[src/design/msp_cfg.svh]
// Constants for the multilevel port shutdown priority block.
`ifndef MSP_CFG_SVH
`define MSP_CFG_SVH

// =====================================================================
// Register map
`define MSP_CMD_PRIO_43 8'h28
`define MSP_PRIO_RESET 8'h00
`define MSP_RDATA_IDLE 8'h00

// =====================================================================
// Field layout
`define MSP_LEVEL_W 3
`define MSP_PORT3_LSB 0
`define MSP_PORT4_LSB 4
`define MSP_PORTS 2
`define MSP_LEVEL_HIGHEST 3'h0

`endif

[src/design/msp_pkg.sv]
// Types shared by the multilevel port shutdown priority block.
`include "msp_cfg.svh"

package msp_pkg;

	typedef logic [`MSP_LEVEL_W-1:0] msp_level_type;
	typedef logic [7:0] msp_byte_type;
	typedef logic [`MSP_PORTS-1:0] msp_port_vec_type;

endpackage

[src/design/msp_port_cmp.sv]
// Per-port comparison of a shutdown code against a priority level.
`timescale 1ns/1ns
`include "msp_cfg.svh"

module msp_port_cmp
	import msp_pkg::*;
#(
	parameter int LEVEL_WIDTH = `MSP_LEVEL_W
) (
	// Mode and level
	input wire logic multilevel_priority_select,
	input wire logic [LEVEL_WIDTH-1:0] port_priority_level,
	// Shutdown code
	input wire logic shutdown_valid,
	input wire logic [LEVEL_WIDTH-1:0] shutdown_code,
	// Decision
	output logic turn_off
);

	// A wider level would no longer match the three-bit code from the host.
	generate
		if (LEVEL_WIDTH < 1 || LEVEL_WIDTH > 3) begin : g_bad_width
			$error("msp_port_cmp: level width must be 1 to 3");
		end
	endgenerate

	// A lower level value means a higher priority, so a port falls when the
	// code does not exceed its level.
	always_comb begin
		turn_off = shutdown_valid && multilevel_priority_select &&
			(shutdown_code <= port_priority_level);
	end

endmodule

[src/design/msp_shutdown_priority.sv]
// Multilevel shutdown priority logic for ports three and four.
`timescale 1ns/1ns
`include "msp_cfg.svh"

// Functional notes
// - Each port keeps a three-bit priority level that matters only while multilevel select is high.
// - Level 000 is the highest priority and priority falls as the level value rises.
// - The shutdown code taken from the fast-shutdown input decides which ports turn off.
// - A port whose level is at or above the received code is powered off.
// - A port whose level is below the received code keeps its power state.
// - A priority turn-off clears port bits like a port reset but never aborts a cool-down count.
// - Levels for ports three and four share byte 28h, bits 2:0 and 6:4, read/write, reset zero.
module msp_shutdown_priority
	import msp_pkg::*;
(
	// Clock and reset
	input wire logic clock,
	input wire logic rst,
	// Register command port
	input wire logic [7:0] cmd_code,
	input wire logic cmd_write,
	input wire logic [7:0] cmd_wdata,
	input wire logic cmd_read,
	output logic [7:0] cmd_rdata,
	output logic cmd_rvalid,
	// Mode from the general mask register
	input wire logic multilevel_priority_select,
	// Deserialised shutdown code
	input wire logic shutdown_valid,
	input wire logic [`MSP_LEVEL_W-1:0] shutdown_code,
	// Port control, index 0 is port three and index 1 is port four
	input wire logic [`MSP_PORTS-1:0] port_reset_cmd,
	input wire logic [`MSP_PORTS-1:0] cooldown_active,
	output logic [`MSP_PORTS-1:0] port_off,
	output logic [`MSP_PORTS-1:0] port_clear,
	output logic [`MSP_PORTS-1:0] cooldown_abort,
	output logic [`MSP_PORTS*`MSP_LEVEL_W-1:0] port_priority_level
);

	// =====================================================================
	// Command decode

	function automatic logic hits_prio(input logic [7:0] code);
		hits_prio = (code == `MSP_CMD_PRIO_43);
	endfunction

	// =====================================================================
	// Priority register

	msp_byte_type prio_reg;
	msp_byte_type next_prio_reg;
	msp_byte_type next_cmd_rdata;
	logic next_cmd_rvalid;

	always_comb begin
		next_prio_reg = prio_reg;
		if (cmd_write && hits_prio(cmd_code)) begin
			next_prio_reg = cmd_wdata;
		end
		next_cmd_rdata = `MSP_RDATA_IDLE;
		next_cmd_rvalid = 1'b0;
		if (cmd_read && hits_prio(cmd_code)) begin
			next_cmd_rdata = prio_reg;
			next_cmd_rvalid = 1'b1;
		end
	end

	always_ff @(posedge clock or posedge rst) begin
		if (rst) begin
			prio_reg <= `MSP_PRIO_RESET;
			cmd_rdata <= `MSP_RDATA_IDLE;
			cmd_rvalid <= 1'b0;
		end else begin
			prio_reg <= next_prio_reg;
			cmd_rdata <= next_cmd_rdata;
			cmd_rvalid <= next_cmd_rvalid;
		end
	end

	// Unused bits 3 and 7 are stored as written so that readback matches.
	msp_level_type level [`MSP_PORTS];

	always_comb begin
		level[0] = prio_reg[`MSP_PORT3_LSB +: `MSP_LEVEL_W];
		level[1] = prio_reg[`MSP_PORT4_LSB +: `MSP_LEVEL_W];
		port_priority_level = {level[1], level[0]};
	end

	// =====================================================================
	// Shutdown decision

	msp_port_vec_type cmp_off;

	genvar gi;
	generate
		for (gi = 0; gi < `MSP_PORTS; gi++) begin : g_port
			msp_port_cmp #(
				.LEVEL_WIDTH(`MSP_LEVEL_W)
			) u_cmp (
				.multilevel_priority_select(multilevel_priority_select),
				.port_priority_level(level[gi]),
				.shutdown_valid(shutdown_valid),
				.shutdown_code(shutdown_code),
				.turn_off(cmp_off[gi])
			);
		end
	endgenerate

	// =====================================================================
	// Port control outputs

	msp_port_vec_type next_port_off;
	msp_port_vec_type next_port_clear;
	msp_port_vec_type next_cooldown_abort;

	// A priority turn-off reuses the port reset clearing path, but only a
	// real reset command may stop a running cool-down; otherwise a faulted
	// port could be re-powered early by a host merely shedding load.
	always_comb begin
		next_port_off = cmp_off;
		next_port_clear = cmp_off | port_reset_cmd;
		next_cooldown_abort = port_reset_cmd & cooldown_active;
	end

	always_ff @(posedge clock or posedge rst) begin
		if (rst) begin
			port_off <= '0;
			port_clear <= '0;
			cooldown_abort <= '0;
		end else begin
			port_off <= next_port_off;
			port_clear <= next_port_clear;
			cooldown_abort <= next_cooldown_abort;
		end
	end
endmodule

[config.mk]
export PLATFORM = sky130hd
export DESIGN_NAME = msp_shutdown_priority
export DESIGN_NICKNAME = d
export VERILOG_FILES = /design/src/design/msp_pkg.sv /design/src/design/msp_port_cmp.sv /design/src/design/msp_shutdown_priority.sv
export VERILOG_INCLUDE_DIRS = /design/src /design/src/design
export SDC_FILE = /design/constraint.sdc
export NUM_CORES = 1
export LEC_CHECK = 0
export ABC_AREA = 1
export BUFFER_PORTS_ARGS = -buffer_cell sky130_fd_sc_hd__buf_4
export CAP_MARGIN = 20
export CORE_ASPECT_RATIO = 1.5
export CORE_MARGIN = 8
export CORE_UTILIZATION = 46
export CTS_CLUSTER_SIZE = 24
export DETAILED_ROUTE_END_ITERATION = 12
export PLACE_DENSITY_LB_ADDON = 0.08
export SLEW_MARGIN = 20
export SYNTH_ARGS = -nofsm -noshare
export SYNTH_HDL_FRONTEND = slang
export SYNTH_HIERARCHICAL = 1
export SYNTH_SLANG_ARGS = --single-unit
[constraint.sdc]
create_clock -name clock -period 1.4 [get_ports clock]
set_input_delay 0.28 -clock clock [delete_from_list [all_inputs] [get_ports clock]]
set_output_delay 0.28 -clock clock [all_outputs]
set_load 0.01 [all_outputs]
==> results.sh, run 1 <==
export IMPL_holdWs_ns=-0.00325
export IMPL_start_kind="flop"
export IMPL_r2r_end="port_clear[0]$_DFF_PP0_"
export IMPL_cts_setup_buffers=0
export IMPL_clock_path_buffers=2
export IMPL_core_mm2=0.00242
export IMPL_grt_overflow=0
export IMPL_fin_cells=192
export IMPL_cts_tree="built"
export IMPL_portBuffers=49
export IMPL_grt_pass1_vias=958
export IMPL_post_cts_resized=0
export IMPL_via_count=902
export IMPL_pre_cts_slack_ns=0.125
export IMPL_synth_top_area_share_pct=50.2
export IMPL_rr_startpoint="prio_reg[2]$_DFFE_PP0P_"
export IMPL_syn_area_mm2=0.00115
export IMPL_postRouteAntennaNets=0
export IMPL_violations="negative hold slack"
export IMPL_stdcell_area_mm2=0.00155
export IMPL_postSynthNetCount=153
export IMPL_clkSinkCount=23
export IMPL_clk_latency_ns=0.30
export IMPL_worstMarginPinSlew_ns=0.275
export IMPL_grt_pass1_wl_mm=3.93
export IMPL_hold_viol=5
export IMPL_r2r_slack_ns=0.14
export IMPL_hold_class="input port to asynchronous set/reset pin"
export IMPL_critPathCaptureType="flop"
export IMPL_initial_utilization_pct=47.4
export IMPL_rr_worst_depth=6
export IMPL_slowest_delay_ns=0.36
export IMPL_placed_cell_area_mm2=0.00153
export IMPL_drive_above_1_share_pct=45.8
export IMPL_die_x_um=56.8
export IMPL_row_count=22
export IMPL_synthCells=118
export IMPL_drtPass1Iterations=3
export IMPL_fill_cells=224
export IMPL_hold_buffers=0
export IMPL_ios=50
export IMPL_place_inst=188
export IMPL_numCtsBuffers=3
export IMPL_cts_max_level=1
export IMPL_drv_cap=0
export IMPL_yosys_area_top_type="dfrtp_1"
export IMPL_wl_mm=2.23
export IMPL_area_delta_synth_final_pct=35.3
export IMPL_ys_top_cells_by_area="dfrtp_1 50%, inv_1 8.2%, nand2_1 7.2%"
export IMPL_peakVddDrop_uv=504
export IMPL_crit_type="flop to flop"
export IMPL_max_freq_mhz=794
export IMPL_cts_root_buf="clkbuf_4"
export IMPL_antenna_found_initial=0
export IMPL_leakage_nw=0.868
export IMPL_synth_seq_cells=23
export IMPL_antenna_cells=0
export IMPL_finalCritPeriodShare_pct=89.9
export IMPL_crit_required_ns=1.60
export IMPL_setup_slack_ns=0.141
export IMPL_die_h_um=77.2
export IMPL_fin_skew_ns=0.00271
export IMPL_path_cells="inv_1 -> ha_1 -> nand3_1 -> nand2_1 -> a21oi_2 -> or2_1"
export IMPL_utilization_pct=64.1
export IMPL_die_area_mm2=0.00438
export IMPL_ys_warnings_count=6
export IMPL_initialDrtViolationCount=13
export IMPL_setup_tns_ns=0
export IMPL_avgRoutedWirePerCell_um=11.6
export IMPL_drcViolationCount=0
export IMPL_relSlewSlack_pct=81.7
export IMPL_nets=204
export IMPL_synth_cell_types=15
export IMPL_grt_use_total_pct=10.6
export IMPL_slowest_stage="dfrtp_1"
export IMPL_finalMaxSlewViolations=0
export IMPL_path_clk_slew_ns=0.12
export IMPL_post_synth_cell_area_avg_um2=9.72
export IMPL_worstPathMaxFanout=3
export IMPL_viasPerCell=4.70
export IMPL_rsz0062_at_grt="no"
export IMPL_ys_seq_area_share_pct=50.2
export IMPL_grt_max_degree=24
export IMPL_p_total_mw=1.20
export IMPL_arrival_ns=1.46
export IMPL_status="finished, violations left"
export IMPL_finalSetupViolCount=0
export IMPL_power_density_mw_per_mm2=775
export IMPL_fin_crit_ns=1.26
export IMPL_dp_hpwl_mm=1.95
export IMPL_gp_congestion=0.709
==> synth_stat cells (all sizes together) <==
master  number
nand3        6
buf          6
nand2       26
or2          2
a21oi        4
ha           6
clkbuf       1
nor2        10
inv         26
nand4        8
dfrtp       23
==> layout make-up <==
class	instances	area, µm²	area share [%]
Clock buffer	4	26.3	1.69
Inverter	26	97.6	6.29
Multi-Input combinational cell	62	425	27.4
Sequential cell	23	576	37.1
Tap cell	24	30.0	1.93
Timing Repair Buffer	53	398	25.6
==> cell usage in the layout, fill, tap and decap left out <==
| master | n |
|---|---|
| a21oi_2 | 4 |
| buf_4 | 53 |
| clkbuf_1 | 1 |
| clkbuf_4 | 3 |
| dfrtp_1 | 23 |
| ha_1 | 6 |
| inv_1 | 25 |
| inv_2 | 1 |
| nand2_1 | 22 |
| nand2_2 | 4 |
| nand3_1 | 4 |
| nand3_4 | 2 |
| nand4_1 | 8 |
| nor2_2 | 8 |
| nor2_8 | 2 |
| or2_1 | 2 |
==> per-layer routing <==
| metal | up-vias | part of all wire [%] | wire length (µm) | global-route usage, % |
|---|---|---|---|---|
| li1 | 458 | - | - | - |
| met3 | 2 | 9.1 | 202 | 4.28 |
| met2 | 33 | 56 | 1250 | 19.9 |
| met5 | - | 0 | 0 | 0 |
| met1 | 409 | 34 | 761 | 9.83 |
| met4 | 0 | 0.76 | 17 | 3.54 |
==> worst max path at each step <==
stage,endpoint,cells past startpoint,from
floorplan,port_clear[0]$_DFF_PP0_,6,prio_reg[2]$_DFFE_PP0P_
detailed placement,port_clear[0]$_DFF_PP0_,6,shutdown_code[2]
CTS,port_priority_level[5],2,prio_reg[6]$_DFFE_PP0P_
finish,port_clear[0]$_DFF_PP0_,6,prio_reg[2]$_DFFE_PP0P_
global route,port_clear[1]$_DFF_PP0_,6,prio_reg[5]$_DFFE_PP0P_
global placement,port_clear[1]$_DFF_PP0_,6,shutdown_code[2]
==> report_power, final <==
part / leakage [nW] / total, mW / switching (mW) / internal, mW
clock: 0.0150 / 0.293 / 0.182 / 0.111
sequential: 0.312 / 0.694 / 0.0101 / 0.684
combinational: 0.541 / 0.217 / 0.104 / 0.112
total: 0.868 / 1.20 / 0.296 / 0.907
==> critical path: cells and delay by family, from the launching register on <==
kind	cells	cell delay, ns
DFF	1	0.36
AOI/OAI and AO/OA	1	0.05
buffers and inverters	1	0.05
adders and majority gates	1	0.32
and+or+nand+nor	3	0.38
==> cell families (layout without fill, tap and decap cells) <==
logic type               Yosys count  count (layout)  share of synthesized area (%)
AO/OA/AOI/OAI                      4               4                           3.05
AND/OR/NAND/NOR                   52              52                           27.5
adder cells (fa/ha/maj)            6               6                           6.54
flip-flops                        23              23                           50.2
buffers and inverters             33              83                           12.8
Note: power is estimated with default switching activity, not from simulation.
==> run 2: changes to the inputs <==
--- a/config.mk
+++ b/config.mk
@@ -6,12 +6,13 @@
 export SDC_FILE = /design/constraint.sdc
 export NUM_CORES = 1
 export LEC_CHECK = 0
-export ABC_AREA = 1
 export BUFFER_PORTS_ARGS = -buffer_cell sky130_fd_sc_hd__buf_4
 export CAP_MARGIN = 20
+export CELL_PAD_IN_SITES_DETAIL_PLACEMENT = 0
+export CELL_PAD_IN_SITES_GLOBAL_PLACEMENT = 1
 export CORE_ASPECT_RATIO = 1.5
 export CORE_MARGIN = 8
-export CORE_UTILIZATION = 46
+export CORE_UTILIZATION = 34
 export CTS_CLUSTER_SIZE = 24
 export DETAILED_ROUTE_END_ITERATION = 12
 export PLACE_DENSITY_LB_ADDON = 0.08
==> run 2 against run 1 <==
Net effect: the flow now finishes without violations; first-iteration DRC count down 23%; maximum frequency down 5.2%; critical path depth down 1; clock-buffer cell count down 1; routed wire length up 4.5%; synthesized cell count down 33%; flip-flop and latch count unchanged; non-clock buffer count up 4; critical endpoint is now port_clear[1]$_DFF_PP0_; largest cell class unchanged; largest power group unchanged.
==> results.sh, run 2 <==
export IMPL_crit_type="flop to flop"
export IMPL_avgRoutedWirePerCell_um=13.6
export IMPL_postSynthNetCount=114
export IMPL_rr_startpoint="prio_reg[5]$_DFFE_PP0P_"
export IMPL_viasPerCell=4.35
export IMPL_clkSinkCount=23
export IMPL_post_synth_cell_area_avg_um2=13.0
export IMPL_nets=169
export IMPL_drtPass1Iterations=4
export IMPL_clk_latency_ns=0.26
export IMPL_synth_xor_area_share_pct=0
export IMPL_ios=50
export IMPL_grt_use_total_pct=8.93
export IMPL_cp_endpoint="port_clear[1]$_DFF_PP0_"
export IMPL_gp_congestion=0.690
export IMPL_initial_utilization_pct=35.6
export IMPL_hold_viol=0
export IMPL_die_x_um=60.9
export IMPL_row_count=24
export IMPL_synth_cell_types=16
export IMPL_hold_class="input port to asynchronous set/reset pin"
export IMPL_leakage_nw=0.817
export IMPL_status="finished, final reports clean"
export IMPL_wl_mm=2.33
export IMPL_fin_crit_ns=1.33
export IMPL_r2r_end="port_clear[1]$_DFF_PP0_"
export IMPL_synthCells=79
export IMPL_layout_common_cells="57 x buf_4, 23 x dfrtp_1, 10 x and2_1, 8 x mux2_2, 8 x inv_1"
export IMPL_synthMuxAreaShare_pct=8.78
export IMPL_synth_top_area_share_pct=56.1
export IMPL_numCtsBuffers=3
export IMPL_grt_overflow=0
export IMPL_synth_adder_area_share_pct=7.32
export IMPL_grt_pass1_wl_mm=3.51
export IMPL_setup_tns_ns=0
export IMPL_die_h_um=83.3
export IMPL_drcViolationCount=0
export IMPL_synthSimpleGateAreaFrac_pct=15.7
export IMPL_synth_most_common_cell="dfrtp_1"
export IMPL_finalMaxSlewViolations=0
export IMPL_cts_root_buf="clkbuf_8"
export IMPL_finalCritPeriodShare_pct=94.9
export IMPL_synth_common_cells="23 x dfrtp_1, 10 x and2_1, 9 x inv_1"
export IMPL_utilization_pct=53.6
export IMPL_ys_top_cells_by_area="dfrtp_1 56%, mux2_2 8.8%, ha_1 7.3%"
export IMPL_path_clk_slew_ns=0.08
export IMPL_cts_tree="built"
export IMPL_via_count=749
export IMPL_critPathCaptureType="flop"
export IMPL_synth_edf_count=0
export IMPL_synth_top_family_by_area="simple AND/OR/NAND/NOR gates"
export IMPL_drive_above_1_share_pct=59.4
export IMPL_worstPathMaxFanout=2
export IMPL_arrival_ns=1.53
export IMPL_r2r_slack_ns=0.07
export IMPL_dp_hpwl_mm=1.86
export IMPL_yosys_area_top_type="dfrtp_1"
export IMPL_relSlewSlack_pct=79.9
export IMPL_ys_warnings_count=6
export IMPL_core_mm2=0.00288
export IMPL_crit_required_ns=1.61
export IMPL_rr_worst_depth=5
export IMPL_synth_seq_cells=23
export IMPL_start_kind="flop"
export IMPL_syn_area_mm2=0.00103
export IMPL_peakVddDrop_uv=553
export IMPL_area_delta_synth_final_pct=50.6
export IMPL_finalSetupViolCount=0
export IMPL_antenna_cells=0
export IMPL_synthArstFlopShare_pct=100
export IMPL_startpoint="prio_reg[5]$_DFFE_PP0P_"
export IMPL_antenna_found_initial=0
export IMPL_drv_cap=0
export IMPL_portBuffers=49
export IMPL_worstMarginPinSlew_ns=0.302
export IMPL_final_common_cell="buf_4"
export IMPL_cts_max_level=1
export IMPL_grt_pass1_vias=828
export IMPL_power_density_mw_per_mm2=850
export IMPL_dominantRegCellSynth="dfrtp_1"
export IMPL_die_area_mm2=0.00507
export IMPL_initialDrtViolationCount=10
export IMPL_rsz0062_at_grt="no"
export IMPL_postRouteAntennaNets=0
export IMPL_holdWs_ns=0.0581
export IMPL_max_freq_mhz=753
export IMPL_fin_skew_ns=0.00221
export IMPL_synth_compound_area_share_pct=3.90
export IMPL_ys_seq_area_share_pct=56.1
export IMPL_grt_max_degree=24
export IMPL_clock_path_buffers=2
run 2: changes by cell type in the layout (fill, tap and decap cells not counted), moves of 4 or more:
cell / previous run / this run
inv_1: 25 / 8
buf_4: 53 / 57
and2_1: 0 / 10
nor2_2: 8 / 0
a21oi_2: 4 / 0
mux2_2: 0 / 8
nand2_2: 4 / 0
nand3_1: 4 / 0
nand2_1: 22 / 2
nand4_1: 8 / 0
run 2: how the worst min path moves through the flow:
stage	startpoint	to	slack [ns]	cells past startpoint
after floorplan	rst	cmd_rdata[0]$_DFF_PP0_	0.28	1
after global placement	rst	cmd_rdata[5]$_DFF_PP0_	0.34	3
after detailed placement	rst	cmd_rdata[5]$_DFF_PP0_	0.35	3
after CTS	rst	cmd_rdata[5]$_DFF_PP0_	0.07	3
after global routing	rst	cmd_rdata[5]$_DFF_PP0_	0.08	3
final	rst	cmd_rdata[5]$_DFF_PP0_	0.06	3
run 2: cell type report:
class,instances,area (µm²)
Clock buffer,3,41.3
Clock inverter,1,5.00
Fill cell,291,1340
Inverter,9,33.8
Multi-Input combinational cell,40,413
Sequential cell,23,576
Tap cell,39,48.8
Timing Repair Buffer,57,428
run 2: cells by family after synthesis:
kind of cell	Yosys count
AO/OA/AOI/OAI	6
buffers and inverters	16
AND/OR/NAND/NOR	20
adder cells (fa/ha/maj)	6
flip-flops	23
multiplexers	8
run 2: through the flow:
step	cells	instance area (µm²)	setup slack, ns	power, mW
3_5_place_dp	167	1450	0.00488	0.903
5_1_grt	172	1550	0.00402	1.38
6_report	172	1550	0.0714	1.31
2_1_floorplan	79	1030	0.114	0.789
4_1_cts	171	1490	0.0423	1.32
3_3_place_gp	167	1450	0.0338	0.900
run 2: layer usage:
| layer | wire length, µm | vias up | track usage [%] | part of all wire [%] |
|---|---|---|---|---|
| met1 | 828 | 354 | 9.17 | 36 |
| met3 | 294 | 2 | 4.78 | 13 |
| met5 | 0 | - | 0 | 0 |
| met4 | 10 | 0 | 3.20 | 0.43 |
| li1 | - | 358 | - | - |
| met2 | 1200 | 35 | 14.6 | 51 |
run 2: power breakdown:
part	switching, mW	leakage [nW]	total [mW]	internal (mW)
registers	0.00861	0.312	0.693	0.684
clock network	0.209	0.0255	0.407	0.198
logic	0.0841	0.480	0.213	0.129
total	0.301	0.817	1.31	1.01
run 2: worst max-delay path, stage by stage, from the launching register on:
cell	delay (ns)
dfrtp_1	0.35
inv_1	0.05
ha_1	0.29
a211o_1	0.26
a21oi_1	0.19
or2_4	0.14
run 2: what timing repair did:
| action | 4_1_cts | 5_1_grt |
|---|---|---|
| hold buffers | 0 | 0 |
| gates resized for setup | 0 | 6 |
| buffers inserted | 0 | 1 |
| setup endpoints to repair | 0 | 2 |
==> run 3: changes to the inputs <==
--- a/config.mk
+++ b/config.mk
@@ -12,7 +12,7 @@
 export CELL_PAD_IN_SITES_GLOBAL_PLACEMENT = 1
 export CORE_ASPECT_RATIO = 1.5
 export CORE_MARGIN = 8
-export CORE_UTILIZATION = 34
+export CORE_UTILIZATION = 30
 export CTS_CLUSTER_SIZE = 24
 export DETAILED_ROUTE_END_ITERATION = 12
 export PLACE_DENSITY_LB_ADDON = 0.08
==> constraint.sdc (replaced) <==
create_clock -name clock -period 1.1 [get_ports clock]
set_input_delay 0.22 -clock clock [delete_from_list [all_inputs] [get_ports clock]]
set_output_delay 0.22 -clock clock [all_outputs]
set_load 0.01 [all_outputs]
==> run 3 against run 2 <==
Net effect: the run now ends with negative setup slack left; cell area grew 7.0%; hold slack gained 0.11 ns; clock skew grew 0.0014 ns; sequential share of layout area shrank 2.4 points; sequential power grew 27%; clock power grew 26%; critical endpoint unchanged; largest cell class unchanged.
==> results.sh, run 3 (synthesis results as in run 2) <==
export IMPL_status="finished, violations left"
export IMPL_violations="negative setup slack"
export IMPL_final_common_cell="buf_4"
export IMPL_relSlewSlack_pct=74.3
export IMPL_rr_startpoint="prio_reg[6]$_DFFE_PP0P_"
export IMPL_power_density_mw_per_mm2=1040
export IMPL_critical_path_top_delay_family="flip-flops"
export IMPL_ios=50
export IMPL_finalCritPeriodShare_pct=118
export IMPL_die_h_um=87.6
export IMPL_critPathBufInv=1
export IMPL_cp_num_cells=6
export IMPL_grt_use_total_pct=9.62
export IMPL_fin_skew_ns=0.00365
export IMPL_fin_crit_ns=1.30
export IMPL_grt_pass1_vias=871
export IMPL_path_cells="inv_2 -> ha_4 -> nor2_1 -> a31oi_1 -> a21oi_2 -> or2_4"
export IMPL_path_clk_slew_ns=0.08
export IMPL_postRouteAntennaNets=0
export IMPL_cts_tree="built"
export IMPL_die_area_mm2=0.00559
export IMPL_initialDrtViolationCount=14
export IMPL_numCtsBuffers=3
export IMPL_start_kind="flop"
export IMPL_stdcell_area_mm2=0.00165
export IMPL_layout_common_cells="47 x buf_4, 23 x dfrtp_1, 11 x buf_6, 10 x and2_1, 8 x mux2_2"
export IMPL_core_mm2=0.00335
export IMPL_cts_max_level=1
export IMPL_holdWs_ns=0.165
export IMPL_antenna_cells=0
export IMPL_finalSetupViolCount=10
export IMPL_area_delta_synth_final_pct=61.1
export IMPL_finalMaxSlewViolations=0
export IMPL_grt_max_degree=16
export IMPL_p_total_mw=1.71
export IMPL_cp_endpoint="port_clear[1]$_DFF_PP0_"
export IMPL_swShare_pct=23.1
export IMPL_avgRoutedWirePerCell_um=13.9
export IMPL_startpoint="prio_reg[6]$_DFFE_PP0P_"
export IMPL_max_freq_mhz=771
export IMPL_setup_slack_ns=-0.197
export IMPL_grt_pass1_wl_mm=4.17
export IMPL_hold_viol=0
export IMPL_r2r_slack_ns=-0.20
export IMPL_crit_type="flop to flop"
export IMPL_clkSinkCount=23
export IMPL_intPower_mw=1.32
export IMPL_rsz0062_at_grt="yes"
export IMPL_setup_tns_ns=-0.751
export IMPL_drtPass1Iterations=2
export IMPL_arrival_ns=1.45
export IMPL_switching_power_mw=0.395
export IMPL_leakage_nw=0.847
export IMPL_antenna_found_initial=0
export IMPL_nets=172
export IMPL_peakVddDrop_uv=545
export IMPL_dp_hpwl_mm=2.01
export IMPL_via_count=752
export IMPL_worstMarginPinSlew_ns=0.386
export IMPL_slowest_stage="dfrtp_1"
export IMPL_crit_required_ns=1.25
export IMPL_pwr_share_clk_pct=30.0
export IMPL_grt_overflow=0
export IMPL_r2r_end="port_clear[1]$_DFF_PP0_"
export IMPL_die_x_um=63.8
export IMPL_initial_utilization_pct=30.6
export IMPL_drive_above_1_share_pct=64.7
export IMPL_slowest_delay_ns=0.38
export IMPL_drv_cap=0
export IMPL_clock_path_buffers=2
export IMPL_critPathCaptureType="flop"
export IMPL_row_count=26
export IMPL_rr_worst_depth=6
export IMPL_wl_mm=2.48
export IMPL_cts_root_buf="clkbuf_8"
export IMPL_fill_cells=319
export IMPL_gp_congestion=0.692
export IMPL_clk_latency_ns=0.26
export IMPL_drcViolationCount=0
export IMPL_p_comb_share_pct=18.4
export IMPL_portBuffers=49
export IMPL_viasPerCell=4.22
export IMPL_pwr_share_seq_pct=51.6
export IMPL_worstPathMaxFanout=2
export IMPL_hold_class="input port to flop"
export IMPL_placed_cell_area_mm2=0.00147
[run 3: routing by layer]
layer / share of wire (%) / vias up / routed length [µm] / global-route usage [%]
li1: - / 366 / - / -
met1: 36 / 353 / 904 / 9.80
met2: 54 / 31 / 1350 / 16.9
met3: 8.2 / 2 / 202 / 3.46
met4: 0.89 / 0 / 22 / 4.89
met5: 0 / - / 0 / 0
[run 3: how the worst min path moves through the flow]
stage	startpoint	to	slack, ns	cells past startpoint
final	port_reset_cmd[1]	port_clear[1]$_DFF_PP0_	0.16	2
after floorplan	rst	cmd_rdata[0]$_DFF_PP0_	0.22	1
after CTS	port_reset_cmd[1]	port_clear[1]$_DFF_PP0_	0.16	2
after detailed placement	rst	cmd_rdata[5]$_DFF_PP0_	0.23	2
after global routing	port_reset_cmd[1]	port_clear[1]$_DFF_PP0_	0.15	2
after global placement	rst	cmd_rdata[5]$_DFF_PP0_	0.22	2
[run 3: final cells by class]
type / count / area [µm²] / area share [%]
Sequential cell: 23 / 576 / 34.8
Timing Repair Buffer: 60 / 507 / 30.7
Clock buffer: 3 / 41.3 / 2.50
Multi-Input combinational cell: 40 / 438 / 26.5
Tap cell: 42 / 52.6 / 3.18
Inverter: 9 / 33.8 / 2.04
Clock inverter: 1 / 5.00 / 0.303
[run 3: power by group through the flow]
stage          Clock [mW]  Sequential, mW  Combinational [mW]
2_1_floorplan           0           0.905               0.102
3_3_place_gp            0           0.897               0.261
3_5_place_dp            0           0.898               0.266
4_1_cts             0.547           0.883               0.308
5_1_grt             0.601           0.886               0.347
6_report            0.514           0.883               0.314
[run 3: what timing repair did]
action	4_1_cts	5_1_grt
endpoints found under the hold margin	8	0
endpoints found under the setup margin	10	10
pin swaps	7	5
hold buffers	1	0
resized for setup	19	5
setup buffers	4	1
[run 3: through the flow]
step	util [%]	std cells	worst slack, ns
final	49.3	178	-0.197
after global routing	49.3	178	-0.255
after CTS	48.7	178	-0.227
after detailed placement	44.0	171	-0.241
after global placement	44.0	171	-0.202
after floorplan	-	79	-0.154
